<file path="src/core/homing_pkg.sv">
package homing_pkg;
    localparam int REG_AW = 8;
    localparam logic [7:0] OFS_STG_SPEED = 8'h00;
    localparam logic [7:0] OFS_STG_RAMP = 8'h04;
    localparam logic [7:0] OFS_STG_WAIT = 8'h08;
    localparam logic [7:0] OFS_INTP_SEL = 8'h0C;
    localparam logic [7:0] OFS_HOME_SRC = 8'h10;
    localparam logic [7:0] OFS_HOME_MODE = 8'h14;
    localparam logic [7:0] OFS_LIMZ = 8'h18;
    localparam logic [7:0] OFS_FAST = 8'h1C;
    localparam logic [7:0] OFS_SLOW = 8'h20;
    localparam logic [7:0] OFS_RAMP = 8'h24;
    localparam logic [7:0] OFS_TMO = 8'h28;
    localparam logic [7:0] OFS_ORG_OFS = 8'h2C;
    localparam logic [7:0] OFS_MECH_OFS = 8'h30;
    localparam logic [7:0] OFS_CTRL = 8'h34;
    localparam logic [7:0] OFS_STATUS = 8'h38;
    localparam logic [7:0] OFS_POS = 8'h3C;
    localparam logic [15:0] RST_STG_SPEED = 16'h00C8;
    localparam logic [15:0] RST_STG_RAMP = 16'h000A;
    localparam logic [15:0] RST_STG_WAIT = 16'h0000;
    localparam logic [15:0] RST_INTP_SEL = 16'h0000;
    localparam logic [15:0] RST_HOME_SRC = 16'h0000;
    localparam logic [15:0] RST_HOME_MODE = 16'h0002;
    localparam logic [15:0] RST_LIMZ = 16'h0002;
    localparam logic [15:0] RST_FAST = 16'h01F4;
    localparam logic [15:0] RST_SLOW = 16'h0032;
    localparam logic [15:0] RST_RAMP = 16'h01F4;
    localparam logic [15:0] RST_TMO = 16'hEA60;
    localparam real CLK_MHZ = 20.0;
    localparam int MS_US = 1000;
    localparam int CYC_PER_MS = int'(CLK_MHZ * MS_US);
    localparam logic [1:0] CTRL_START_BIT = 2'd0;
    localparam logic [1:0] CTRL_SERVO_BIT = 2'd1;
    localparam logic [1:0] CTRL_RESTART_BIT = 2'd2;
    localparam logic [3:0] SRC_OFF = 4'h0;
    localparam logic [3:0] SRC_DI = 4'h1;
    localparam logic [3:0] SRC_PANEL = 4'h2;
    localparam logic [3:0] SRC_COMM = 4'h3;
    localparam logic [3:0] SRC_AUTO = 4'h4;
    localparam logic [3:0] MODE_PRESENT = 4'h8;
    localparam logic [3:0] LIMZ_ALARM_BASE = 4'h3;

    typedef struct packed {
        logic posLimit;
        logic negLimit;
        logic homeSwitch;
        logic zPulse;
        logic homingStartInput;
        logic interruptTrigInput;
        logic interruptUnlockInput;
    } sense_t;

    typedef struct packed {
        logic active;
        logic dirForward;
        logic [15:0] speedRpm;
        logic [15:0] rampMs;
    } motion_t;

    typedef struct packed {
        logic [3:0] intpSel;
        logic [3:0] homeSrc;
        logic [3:0] homeMode;
        logic [3:0] limZ;
    } latched_t;
endpackage

</file>
<file path="src/core/homing_ctrl.sv">
// The APB interface to the registers and the address map are this design's own decisions.
`timescale 1ns/1ps
// Operation
// - setting 0 disables interrupt positioning completely
// - settings 1,2 trigger on rising edge; 3,4 on falling edge
// - settings 1,3 unlock on completion; 2,4 wait for unlock input
// - start source: off, digital input, panel, communication, first servo-on
// - modes 0/1 search forward/backward, limit switch is origin
// - modes 2,3 home switch rising; modes 4,5 falling; fwd/back
// - modes 6/7 move forward/backward to nearest Z pulse
// - mode 8 takes present position, no motion; mode default 2
// - after limit: 0 reverse to Z, 1 forward to Z, 2 no Z; default 2
// - settings 3-5 act as 0-2 plus stop and Z-missing alarm on limit
// - modes 0/1: limit contact never stops or alarms
// - modes 2-5: Z search begins after home switch contact
// - homing starts at high search speed, default 500
// - after contacting origin/switch, continue at low speed, default 50
// - ramp start/stop of search over programmed time, default 500
// - homing run timed in 1 ms steps, default limit 60000
// - timeout without origin raises timeout alarm and stops
// - origin found loads position counter with coordinate offset
// - after origin, move on by mechanical offset distance
// - stage 16 runs at programmed max speed, default 200
// - stage 16 ramp time default 10; wait after stage default 0
module homing_ctrl
    import homing_pkg::*;
(
    input wire logic sys_clk,
    input wire logic rst_n,
    input wire logic clkEn,
    input wire logic psel,
    input wire logic penable,
    input wire logic pwrite,
    input wire logic [REG_AW-1:0] paddr,
    input wire logic [31:0] pwdata,
    output logic [31:0] prdata,
    output logic pready,
    output logic pslverr,
    input wire sense_t sense,
    input wire logic panelStart,
    input wire logic offsetMoveDone,
    input wire logic interruptMoveDone,
    input wire logic stageDone,
    output motion_t motion,
    output logic [31:0] positionCount,
    output logic positionLoad,
    output logic [31:0] offsetMoveDist,
    output logic offsetMoveStart,
    output logic interruptStart,
    output logic interruptLocked,
    output logic stageWaitDone,
    output logic homingComplete,
    output logic z_pulse_missing_alarm,
    output logic homing_timeout_alarm
);
    // ==========================================
    // register file
    logic [15:0] stgSpeed_q, stgRamp_q, stgWait_q, fast_q, slow_q, ramp_q, tmo_q;
    logic [31:0] orgOfs_q, mechOfs_q;
    latched_t pend_q, act_q;
    logic servoOn_q, commStart_q;
    wire wrEn = psel && penable && pwrite && clkEn;
    wire rdAcc = psel && penable && !pwrite;
    function automatic logic hit(input logic [REG_AW-1:0] a, input logic [REG_AW-1:0] ofs);
        hit = (a == ofs);
    endfunction
    wire mapped = (paddr <= OFS_POS) && (paddr[1:0] == 2'b00);
    assign pready = 1'b1;
    assign pslverr = psel && penable && !mapped;
    wire restartPulse = wrEn && hit(paddr, OFS_CTRL) && pwdata[CTRL_RESTART_BIT];
    wire startPulseComm = wrEn && hit(paddr, OFS_CTRL) && pwdata[CTRL_START_BIT];

    always_ff @(posedge sys_clk or negedge rst_n) begin
        if (!rst_n) begin
            stgSpeed_q <= RST_STG_SPEED; stgRamp_q <= RST_STG_RAMP; stgWait_q <= RST_STG_WAIT;
            fast_q <= RST_FAST; slow_q <= RST_SLOW; ramp_q <= RST_RAMP; tmo_q <= RST_TMO;
            orgOfs_q <= '0; mechOfs_q <= '0; servoOn_q <= 1'b0;
            pend_q <= '{RST_INTP_SEL[3:0], RST_HOME_SRC[3:0], RST_HOME_MODE[3:0], RST_LIMZ[3:0]};
            act_q <= '{RST_INTP_SEL[3:0], RST_HOME_SRC[3:0], RST_HOME_MODE[3:0], RST_LIMZ[3:0]};
        end else if (wrEn) begin
            // speeds, times and offsets take effect at once
            if (hit(paddr, OFS_STG_SPEED)) stgSpeed_q <= pwdata[15:0];
            if (hit(paddr, OFS_STG_RAMP)) stgRamp_q <= pwdata[15:0];
            if (hit(paddr, OFS_STG_WAIT)) stgWait_q <= pwdata[15:0];
            if (hit(paddr, OFS_FAST)) fast_q <= pwdata[15:0];
            if (hit(paddr, OFS_SLOW)) slow_q <= pwdata[15:0];
            if (hit(paddr, OFS_RAMP)) ramp_q <= pwdata[15:0];
            if (hit(paddr, OFS_TMO)) tmo_q <= pwdata[15:0];
            if (hit(paddr, OFS_ORG_OFS)) orgOfs_q <= pwdata;
            if (hit(paddr, OFS_MECH_OFS)) mechOfs_q <= pwdata;
            if (hit(paddr, OFS_INTP_SEL)) pend_q.intpSel <= pwdata[3:0];
            if (hit(paddr, OFS_HOME_SRC)) pend_q.homeSrc <= pwdata[3:0];
            if (hit(paddr, OFS_HOME_MODE)) pend_q.homeMode <= pwdata[3:0];
            if (hit(paddr, OFS_LIMZ)) pend_q.limZ <= pwdata[3:0];
            if (hit(paddr, OFS_CTRL)) servoOn_q <= pwdata[CTRL_SERVO_BIT];
            if (restartPulse) act_q <= pend_q;
        end
    end

    // ==========================================
    // input edges
    sense_t sense_q;
    always_ff @(posedge sys_clk or negedge rst_n) begin
        if (!rst_n) sense_q <= '0;
        else if (clkEn) sense_q <= sense;
    end
    wire homeRise = sense.homeSwitch && !sense_q.homeSwitch;
    wire homeFall = !sense.homeSwitch && sense_q.homeSwitch;
    wire zRise = sense.zPulse && !sense_q.zPulse;
    wire trigRise = sense.interruptTrigInput && !sense_q.interruptTrigInput;
    wire trigFall = !sense.interruptTrigInput && sense_q.interruptTrigInput;
    wire stRise = sense.homingStartInput && !sense_q.homingStartInput;

    // ==========================================
    // homing sequencer
    typedef enum logic [6:0] {
        S_IDLE = 7'b000_0001, S_SEEK = 7'b000_0010, S_ZSEEK = 7'b000_0100,
        S_OFFSET = 7'b000_1000, S_DONE = 7'b001_0000, S_FAULT = 7'b010_0000,
        S_SLOWAPP = 7'b100_0000
    } state_t;
    state_t state_q, state_d;
    logic dir_q, dir_d, firstServo_q;
    logic [15:0] msCnt_q;
    logic msTick;
    wire [3:0] mode = act_q.homeMode;
    wire [3:0] limZ = act_q.limZ;
    wire limZBase = (limZ >= LIMZ_ALARM_BASE);
    wire [3:0] zSel = limZBase ? limZ - LIMZ_ALARM_BASE : limZ;
    wire limitMode = (mode <= 4'd1);
    wire switchMode = (mode >= 4'd2) && (mode <= 4'd5);
    wire zMode = (mode == 4'd6) || (mode == 4'd7);
    wire modeFwd = !mode[0];
    wire limitHit = dir_q ? sense.posLimit : sense.negLimit;
    wire switchEdge = (mode <= 4'd3) ? homeRise : homeFall;
    wire autoStart = (act_q.homeSrc == SRC_AUTO) && servoOn_q && !firstServo_q;
    logic startReq;
    always_comb begin
        case (act_q.homeSrc)
            SRC_DI: startReq = stRise;
            SRC_PANEL: startReq = panelStart;
            SRC_COMM: startReq = startPulseComm;
            SRC_AUTO: startReq = autoStart;
            default: startReq = 1'b0;
        endcase
    end
    wire starting = (state_q == S_IDLE || state_q == S_DONE || state_q == S_FAULT) && startReq;
    wire running = (state_q == S_SEEK) || (state_q == S_SLOWAPP) || (state_q == S_ZSEEK);
    wire timedOut = running && msTick && (msCnt_q + 16'd1 >= tmo_q);
    wire zNeeded = (zSel != 4'd2);
    logic originHit, limitAlarm;

    always_comb begin
        state_d = state_q;
        dir_d = dir_q;
        originHit = 1'b0;
        limitAlarm = 1'b0;
        case (state_q)
            S_IDLE, S_DONE, S_FAULT: begin
                if (starting) begin
                    dir_d = modeFwd;
                    state_d = (mode == MODE_PRESENT) ? S_OFFSET : S_SEEK;
                    originHit = (mode == MODE_PRESENT);
                end
            end
            S_SEEK: begin
                if (zMode && zRise) begin
                    originHit = 1'b1;
                    state_d = S_OFFSET;
                end else if (switchMode && switchEdge) begin
                    state_d = zNeeded ? S_ZSEEK : S_SLOWAPP;
                    dir_d = (zSel == 4'd0) ? !dir_q : dir_q;
                end else if (limitHit && !switchMode && !zMode) begin
                    // limit-origin modes treat the alarm variants as 0-2 and never raise the alarm
                    if (limitMode) begin
                        state_d = zNeeded ? S_ZSEEK : S_OFFSET;
                        originHit = !zNeeded;
                        dir_d = (zSel == 4'd0) ? !dir_q : dir_q;
                    end
                end else if (limitHit && limZBase) begin
                    limitAlarm = 1'b1;
                    state_d = S_FAULT;
                end
            end
            S_SLOWAPP: begin
                originHit = 1'b1;
                state_d = S_OFFSET;
            end
            S_ZSEEK: begin
                if (zRise) begin
                    originHit = 1'b1;
                    state_d = S_OFFSET;
                end else if (limitHit && limZBase && !limitMode) begin
                    limitAlarm = 1'b1;
                    state_d = S_FAULT;
                end
            end
            S_OFFSET: begin
                if (offsetMoveDone) state_d = S_DONE;
            end
            default: state_d = S_IDLE;
        endcase
        if (timedOut) state_d = S_FAULT;
    end

    ms_tick #(.CYCLES(CYC_PER_MS)) uTick (
        .sys_clk(sys_clk), .rst_n(rst_n), .clkEn(clkEn), .clear(starting), .tick(msTick)
    );

    logic zAlarm_q, tmoAlarm_q, posLoad_q, offStart_q, complete_q;
    logic [31:0] pos_q;
    always_ff @(posedge sys_clk or negedge rst_n) begin
        if (!rst_n) begin
            state_q <= S_IDLE; dir_q <= 1'b1; msCnt_q <= '0;
            firstServo_q <= 1'b0; zAlarm_q <= 1'b0; tmoAlarm_q <= 1'b0;
            posLoad_q <= 1'b0; offStart_q <= 1'b0; complete_q <= 1'b0; pos_q <= '0;
        end else if (clkEn) begin
            state_q <= state_d;
            dir_q <= dir_d;
            if (servoOn_q) firstServo_q <= 1'b1;
            msCnt_q <= starting ? '0 : (msTick ? msCnt_q + 16'd1 : msCnt_q);
            // alarms are sticky until the next run; a new fault in that cycle still wins
            zAlarm_q <= limitAlarm || (zAlarm_q && !starting);
            tmoAlarm_q <= timedOut || (tmoAlarm_q && !starting);
            posLoad_q <= originHit;
            offStart_q <= originHit;
            if (originHit) pos_q <= orgOfs_q;
            complete_q <= (state_q == S_OFFSET && offsetMoveDone) || (complete_q && !starting);
        end
    end
    assign z_pulse_missing_alarm = zAlarm_q;
    assign homing_timeout_alarm = tmoAlarm_q;
    assign positionCount = pos_q;
    assign positionLoad = posLoad_q;
    assign offsetMoveStart = offStart_q;
    assign offsetMoveDist = mechOfs_q;
    assign homingComplete = complete_q;
    wire slowPhase = (state_q == S_ZSEEK) || (state_q == S_SLOWAPP);
    assign motion.active = running;
    assign motion.dirForward = dir_q;
    assign motion.speedRpm = slowPhase ? slow_q : fast_q;
    assign motion.rampMs = ramp_q;

    // ==========================================
    // interrupt positioning and stage 16
    logic lock_q, intStart_q;
    wire [3:0] isel = act_q.intpSel;
    wire trigEdge = (isel == 4'd1 || isel == 4'd2) ? trigRise :
                    (isel == 4'd3 || isel == 4'd4) ? trigFall : 1'b0;
    wire autoRel = (isel == 4'd1) || (isel == 4'd3);
    wire unlock = autoRel ? interruptMoveDone : sense.interruptUnlockInput;
    logic [15:0] wait_q;
    logic waiting_q, waitDone_q;
    always_ff @(posedge sys_clk or negedge rst_n) begin
        if (!rst_n) begin
            lock_q <= 1'b0; intStart_q <= 1'b0;
            wait_q <= '0; waiting_q <= 1'b0; waitDone_q <= 1'b0;
        end else if (clkEn) begin
            intStart_q <= trigEdge && !lock_q;
            if (trigEdge && !lock_q) lock_q <= 1'b1;
            else if (lock_q && unlock) lock_q <= 1'b0;
            waitDone_q <= 1'b0;
            if (stageDone) begin
                waiting_q <= 1'b1;
                wait_q <= '0;
            end else if (waiting_q && wait_q >= stgWait_q) begin
                waiting_q <= 1'b0;
                waitDone_q <= 1'b1;
            end else if (waiting_q && msTick) begin
                wait_q <= wait_q + 16'd1;
            end
        end
    end
    assign interruptStart = intStart_q;
    assign interruptLocked = lock_q;
    assign stageWaitDone = waitDone_q;

    always_comb begin
        prdata = 32'h0000_0000;
        if (rdAcc) begin
            case (paddr)
                OFS_STG_SPEED: prdata = {16'h0000, stgSpeed_q};
                OFS_STG_RAMP: prdata = {16'h0000, stgRamp_q};
                OFS_STG_WAIT: prdata = {16'h0000, stgWait_q};
                OFS_INTP_SEL: prdata = {28'h000_0000, pend_q.intpSel};
                OFS_HOME_SRC: prdata = {28'h000_0000, pend_q.homeSrc};
                OFS_HOME_MODE: prdata = {28'h000_0000, pend_q.homeMode};
                OFS_LIMZ: prdata = {28'h000_0000, pend_q.limZ};
                OFS_FAST: prdata = {16'h0000, fast_q};
                OFS_SLOW: prdata = {16'h0000, slow_q};
                OFS_RAMP: prdata = {16'h0000, ramp_q};
                OFS_TMO: prdata = {16'h0000, tmo_q};
                OFS_ORG_OFS: prdata = orgOfs_q;
                OFS_MECH_OFS: prdata = mechOfs_q;
                OFS_CTRL: prdata = {30'h0000_0000, servoOn_q, 1'b0};
                OFS_STATUS: prdata = {25'h000_0000, lock_q, tmoAlarm_q, zAlarm_q, complete_q,
                                      running, state_q == S_OFFSET, 1'b0};
                OFS_POS: prdata = pos_q;
                default: prdata = 32'h0000_0000;
            endcase
        end
    end

    // ==========================================
    // checks
    a_timeout_stop: assert property (@(posedge sys_clk) disable iff (!rst_n)
        clkEn && timedOut |=> state_q == S_FAULT && homing_timeout_alarm) else $error("timeout no stop");
    a_present_origin: assert property (@(posedge sys_clk) disable iff (!rst_n)
        clkEn && starting && mode == MODE_PRESENT |=> positionLoad && !motion.active) else $error("mode 8 moved");
    a_origin_load: assert property (@(posedge sys_clk) disable iff (!rst_n)
        clkEn && originHit |=> positionCount == $past(orgOfs_q)) else $error("bad origin load");
    a_limit_noalarm: assert property (@(posedge sys_clk) disable iff (!rst_n)
        clkEn && limitMode && running && limitHit && !timedOut |=> state_q != S_FAULT) else $error("limit mode stopped");
    a_intp_off: assert property (@(posedge sys_clk) disable iff (!rst_n)
        isel == 4'd0 |=> !interruptStart) else $error("interrupt when off");
    a_intp_edge: assert property (@(posedge sys_clk) disable iff (!rst_n)
        clkEn && isel == 4'd3 && trigFall && !lock_q |=> interruptStart ##0 interruptLocked) else $error("no fall trig");
    a_complete_clear: assert property (@(posedge sys_clk) disable iff (!rst_n)
        clkEn && starting |=> !homingComplete) else $error("complete kept");
    a_fast_start: assert property (@(posedge sys_clk) disable iff (!rst_n)
        clkEn && starting && mode != MODE_PRESENT |=> motion.speedRpm == fast_q) else $error("not fast");
    a_zalarm: assert property (@(posedge sys_clk) disable iff (!rst_n)
        clkEn && limitAlarm |=> z_pulse_missing_alarm ##0 state_q == S_FAULT) else $error("no z alarm");
    c_home_done: cover property (@(posedge sys_clk) homingComplete);
    c_timeout: cover property (@(posedge sys_clk) homing_timeout_alarm);
    c_intp: cover property (@(posedge sys_clk) interruptStart);
    c_zalarm: cover property (@(posedge sys_clk) z_pulse_missing_alarm);
    c_stage_wait: cover property (@(posedge sys_clk) stageWaitDone);
endmodule

</file>
<file path="src/core/ms_tick.sv">
`timescale 1ns/1ps
module ms_tick
    import homing_pkg::*;
#(
    parameter int CYCLES = CYC_PER_MS
) (
    input wire logic sys_clk,
    input wire logic rst_n,
    input wire logic clkEn,
    input wire logic clear,
    output logic tick
);
    logic [$clog2(CYCLES+1)-1:0] cnt_q;
    wire atEnd = (cnt_q == ($clog2(CYCLES+1))'(CYCLES - 1));
    assign tick = clkEn && atEnd && !clear;
    // clear restarts the millisecond phase so a new run gets a full first ms
    always_ff @(posedge sys_clk or negedge rst_n) begin
        if (!rst_n) begin
            cnt_q <= '0;
        end else if (clkEn) begin
            cnt_q <= (clear || atEnd) ? '0 : cnt_q + 1'b1;
        end
    end
endmodule
</file>
<file path="config.mk">
export PLATFORM = sky130hd
export DESIGN_NAME = homing_ctrl
export DESIGN_NICKNAME = d
export VERILOG_FILES = /design/src/core/homing_pkg.sv /design/src/core/homing_ctrl.sv /design/src/core/ms_tick.sv
export SDC_FILE = /design/constraint.sdc
export NUM_CORES = 1
export LEC_CHECK = 0
export BUFFER_PORTS_ARGS = -buffer_cell sky130_fd_sc_hd__buf_2
export CAP_MARGIN = 20
export CORE_MARGIN = 4
export CORE_UTILIZATION = 57
export CTS_CLUSTER_SIZE = 24
export DETAILED_ROUTE_END_ITERATION = 7
export HOLD_SLACK_MARGIN = 0.05
export PLACE_DENSITY = 0.79
export SYNTH_ARGS = -nofsm -noshare
export SYNTH_HDL_FRONTEND = slang
export SYNTH_SLANG_ARGS = --single-unit
</file>
<file path="constraint.sdc">
create_clock -name sys_clk -period 9 [get_ports sys_clk]
set_input_delay 0.9 -clock sys_clk [delete_from_list [all_inputs] [get_ports sys_clk]]
set_output_delay 0.9 -clock sys_clk [all_outputs]
set_load 0.03 [all_outputs]
</file>
==> flow_summary.toml <==
[clocking]
cts_setup_buffers = 0
clock_path_buffers = 3
numCtsBuffers = 31
cts_root_buf = "clkbuf_16"
cts_hold_buffers = 0
path_clk_slew_ns = 0.06
htreeDepth = 1
cts_tree = "yes"
postCtsResizedCells = 0
cts_sinks = 309
clk-insertion-delay-late_ns = 0.57

[critical_path]
reg2reg_depth = 13
path_buf_inv = 2
rr_startpoint = "msCnt_q[0]"
arrival_ns = 3.95
r2r-end = "state_q[1]"
cp_cell_sequence = "buf_2 > nor2_1 > nand3_1 > nor2_1 > a22o_1 > a221oi_1 > a31oi_1 > buf_2"
cpLargestDelayFamily = "simple AND/OR/NAND/NOR gates"
start_kind = "input pin"
cp_slowest_stage_delay_ns = 0.92
cp-startpoint = "paddr[1]"
worstPathRequired_ns = 8.10
cp-end-kind = "output pin"
critPathCapture = "prdata[15]"
criticalPathCategory = "input pin to output pin"
r2r_setup_slack_ns = 5.29
crit_slowest_cell = "nor2_1"
path_max_fanout = 15
crit_cells = 8

[sta]
rsz0062_at_grt = "false"
finalCriticalPeriod_ns = 4.85
setup_tns_ns = 0
tightest_slew_ns = 1.01
fmax_ghz = 0.206
relSlewSlack_pct = 32.5
skew_ns = 0.00903
maxSlewViolCount = 0
hold_viol_final = 0
post-route-period-util_pct = 53.9
setup_viol = 0

[routing]
vias = 12398
drt_wl_total_mm = 44.0
drtIter0Drc = 1387
antenna_left = 0
viasPerCell = 6.51
first_pass_iters = 8
wl_per_cell_um = 23.1
drc = 1

[min_path]
hp-class = "input pin to asynchronous set/reset pin"

[cells_and_area]
finalCoreUtilization_pct = 67.9
drive_gt1_share_pct = 34.0
fillers = 1934
layout.nets = 1636
synthToLayoutAreaGrowth_pct = 16.0

[synth]
yosysUniqueCellTypes = 68
synth_area_mm2 = 0.0154
async_flop_share_pct = 100
synth_seq_cells = 309
postSynthCellCount = 1372
ys_seq_area_share_pct = 50.4
synth-main-ff-cell = "dfrtp_1"
synth_warnings = 0
synth_edf_count = 0
avgSynthCellArea_um2 = 11.2
synth_fp_nets = 1465

[die]
die_w_um = 173
ios = 197
coreArea_mm2 = 0.0264
rows = 59
die_h_um = 173
initial_core_util_pct = 58.5
die_area_mm2 = 0.0298

[pwr]
ir_drop_uv = 173
p_leak_nw = 8.75
power_density_mw_per_mm2 = 175

[global_route]
grt.overflow.total = 0
grt_pass1_vias = 12372
grt_start_max_net_pins = 86
antenna_found_initial = 2
grt_pass1_wl_mm = 70.1
grt.total_usage_pct = 28.8

[outcome]
violations = "DRC"
status = "finished with violations"

[placement]
place_congestion = 0.927
port_buffers = 195
place_hpwl_mm = 30.7

[run]
cap_violations = 0
layer usage:
layer  vias to the layer above  part of all wire (%)  wire (um)  track usage (%)
li1                       5423                     -          -                -
met1                      6263                    40      17800             39.2
met2                       619                    48      20900             46.2
met3                        91                   8.8       3870             6.66
met4                         2                   3.2       1400             9.81
met5                         -                 0.020          9                0
through the flow:
stage	std cells	hold WS [ns]	setup WS [ns]	area, um2	power, mW
2_1_floorplan	1372	0.428	5.09	15400	1.65
3_3_place_gp	1840	0.439	4.18	16700	1.75
4_1_cts	1900	0.310	4.32	17800	3.13
3_5_place_dp	1842	0.450	4.31	16700	1.76
5_1_grt	1904	0.342	4.10	17900	3.23
6_report	1904	0.283	4.15	17900	3.13
synth_stat cells, drive strengths merged, types with 9 or more instances:
master  instances  area share, %
a21oi          38            1.2
a221oi         24            1.4
a222oi         23            1.5
a22o           30            1.7
a22oi          23            1.1
a31oi          21           0.85
and2           10           0.41
and3           10           0.41
buf            14           0.54
clkbuf         67            1.6
dfrtp         276             45
dfstp          33            5.6
ha             36            2.9
inv            45            1.1
mux2          234             17
nand2          99            2.4
nand2b          9           0.36
nand3          29           0.94
nand4          14           0.57
nor2           83            2.0
nor3           21           0.68
o21ai          76            2.5
o31ai          16           0.78
or4            14           0.73
xnor2          14           0.79
xor2           13           0.74
layout make-up:
type	instances	area, um2	share of cell area [%]
multi-input combinational	937	7210	40.3
timing repair buffer	219	1200	6.72
tap	335	419	2.34
clock inverter	7	125	0.699
inverter	45	169	0.944
clock buffer	51	991	5.54
antenna	1	2.50	0.0140
sequential	309	7770	43.4
worst min-delay path by stage:
stage	to	slack, ns	cells after the start
2_1_floorplan	firstServo_q	0.43	1
3_3_place_gp	firstServo_q	0.44	1
3_5_place_dp	firstServo_q	0.45	1
4_1_cts	offsetMoveStart	0.31	1
5_1_grt	mode[0]	0.34	1
6_report	mode[0]	0.28	1
worst reg2reg max path: stages (launching register included):
cell     delay [ns]
dfrtp_1        0.46
ha_1           0.28
nand3_1        0.14
nor2_1         0.33
and3_1         0.34
nand3_1        0.17
xnor2_1        0.22
ha_1           0.29
a21oi_1        0.16
nand2_1        0.07
a221o_1        0.32
o21ai_0        0.39
o21ai_0        0.16
mux2_2         0.29
sequential cells by signal, indices dropped and copies added, names as in the netlist, 7 cells and up:
name	cells
stgSpeed_q	16
offsetMoveDist	32
wait_q	16
slow_q	16
stgWait_q	16
state_q	7
uTick.cnt_q	15
msCnt_q	16
pend_q	16
orgOfs_q	32
fast_q	16
positionCount	32
tmo_q	16
stgRamp_q	16
ramp_q	16
cell usage in the layout (no fill, tap or decap), types with 33 or more instances in the layout:
| cell | synthesis | final |
|---|---|---|
| dfrtp_1 | 276 | 276 |
| mux2_2 | 206 | 206 |
| buf_2 | 7 | 195 |
| nand2_1 | 99 | 98 |
| nor2_1 | 83 | 80 |
| o21ai_0 | 73 | 73 |
| inv_1 | 45 | 45 |
| a21oi_1 | 38 | 38 |
| ha_1 | 36 | 36 |
| dfstp_2 | 33 | 33 |
power breakdown:
part / switching, mW / internal [mW] / leakage (nW) / total, mW
clock: 0.546 / 0.835 / 0.554 / 1.38
combinational: 0.174 / 0.0935 / 4.16 / 0.268
sequential: 0.0472 / 1.43 / 4.04 / 1.48
logic make-up (layout without fill, tap and decap cells):
kind of cell,Yosys count,in the layout,synth area share [%]
buf+inv,126,322,3.27
fa+ha+maj,36,36,2.92
flops,309,309,50.4
xor+xnor,27,27,1.53
compound gates,298,298,13.5
simple gates,334,334,10.8
mux,241,241,17.5
other cells,1,2,0.0243
(Power assumes the default switching activity.)
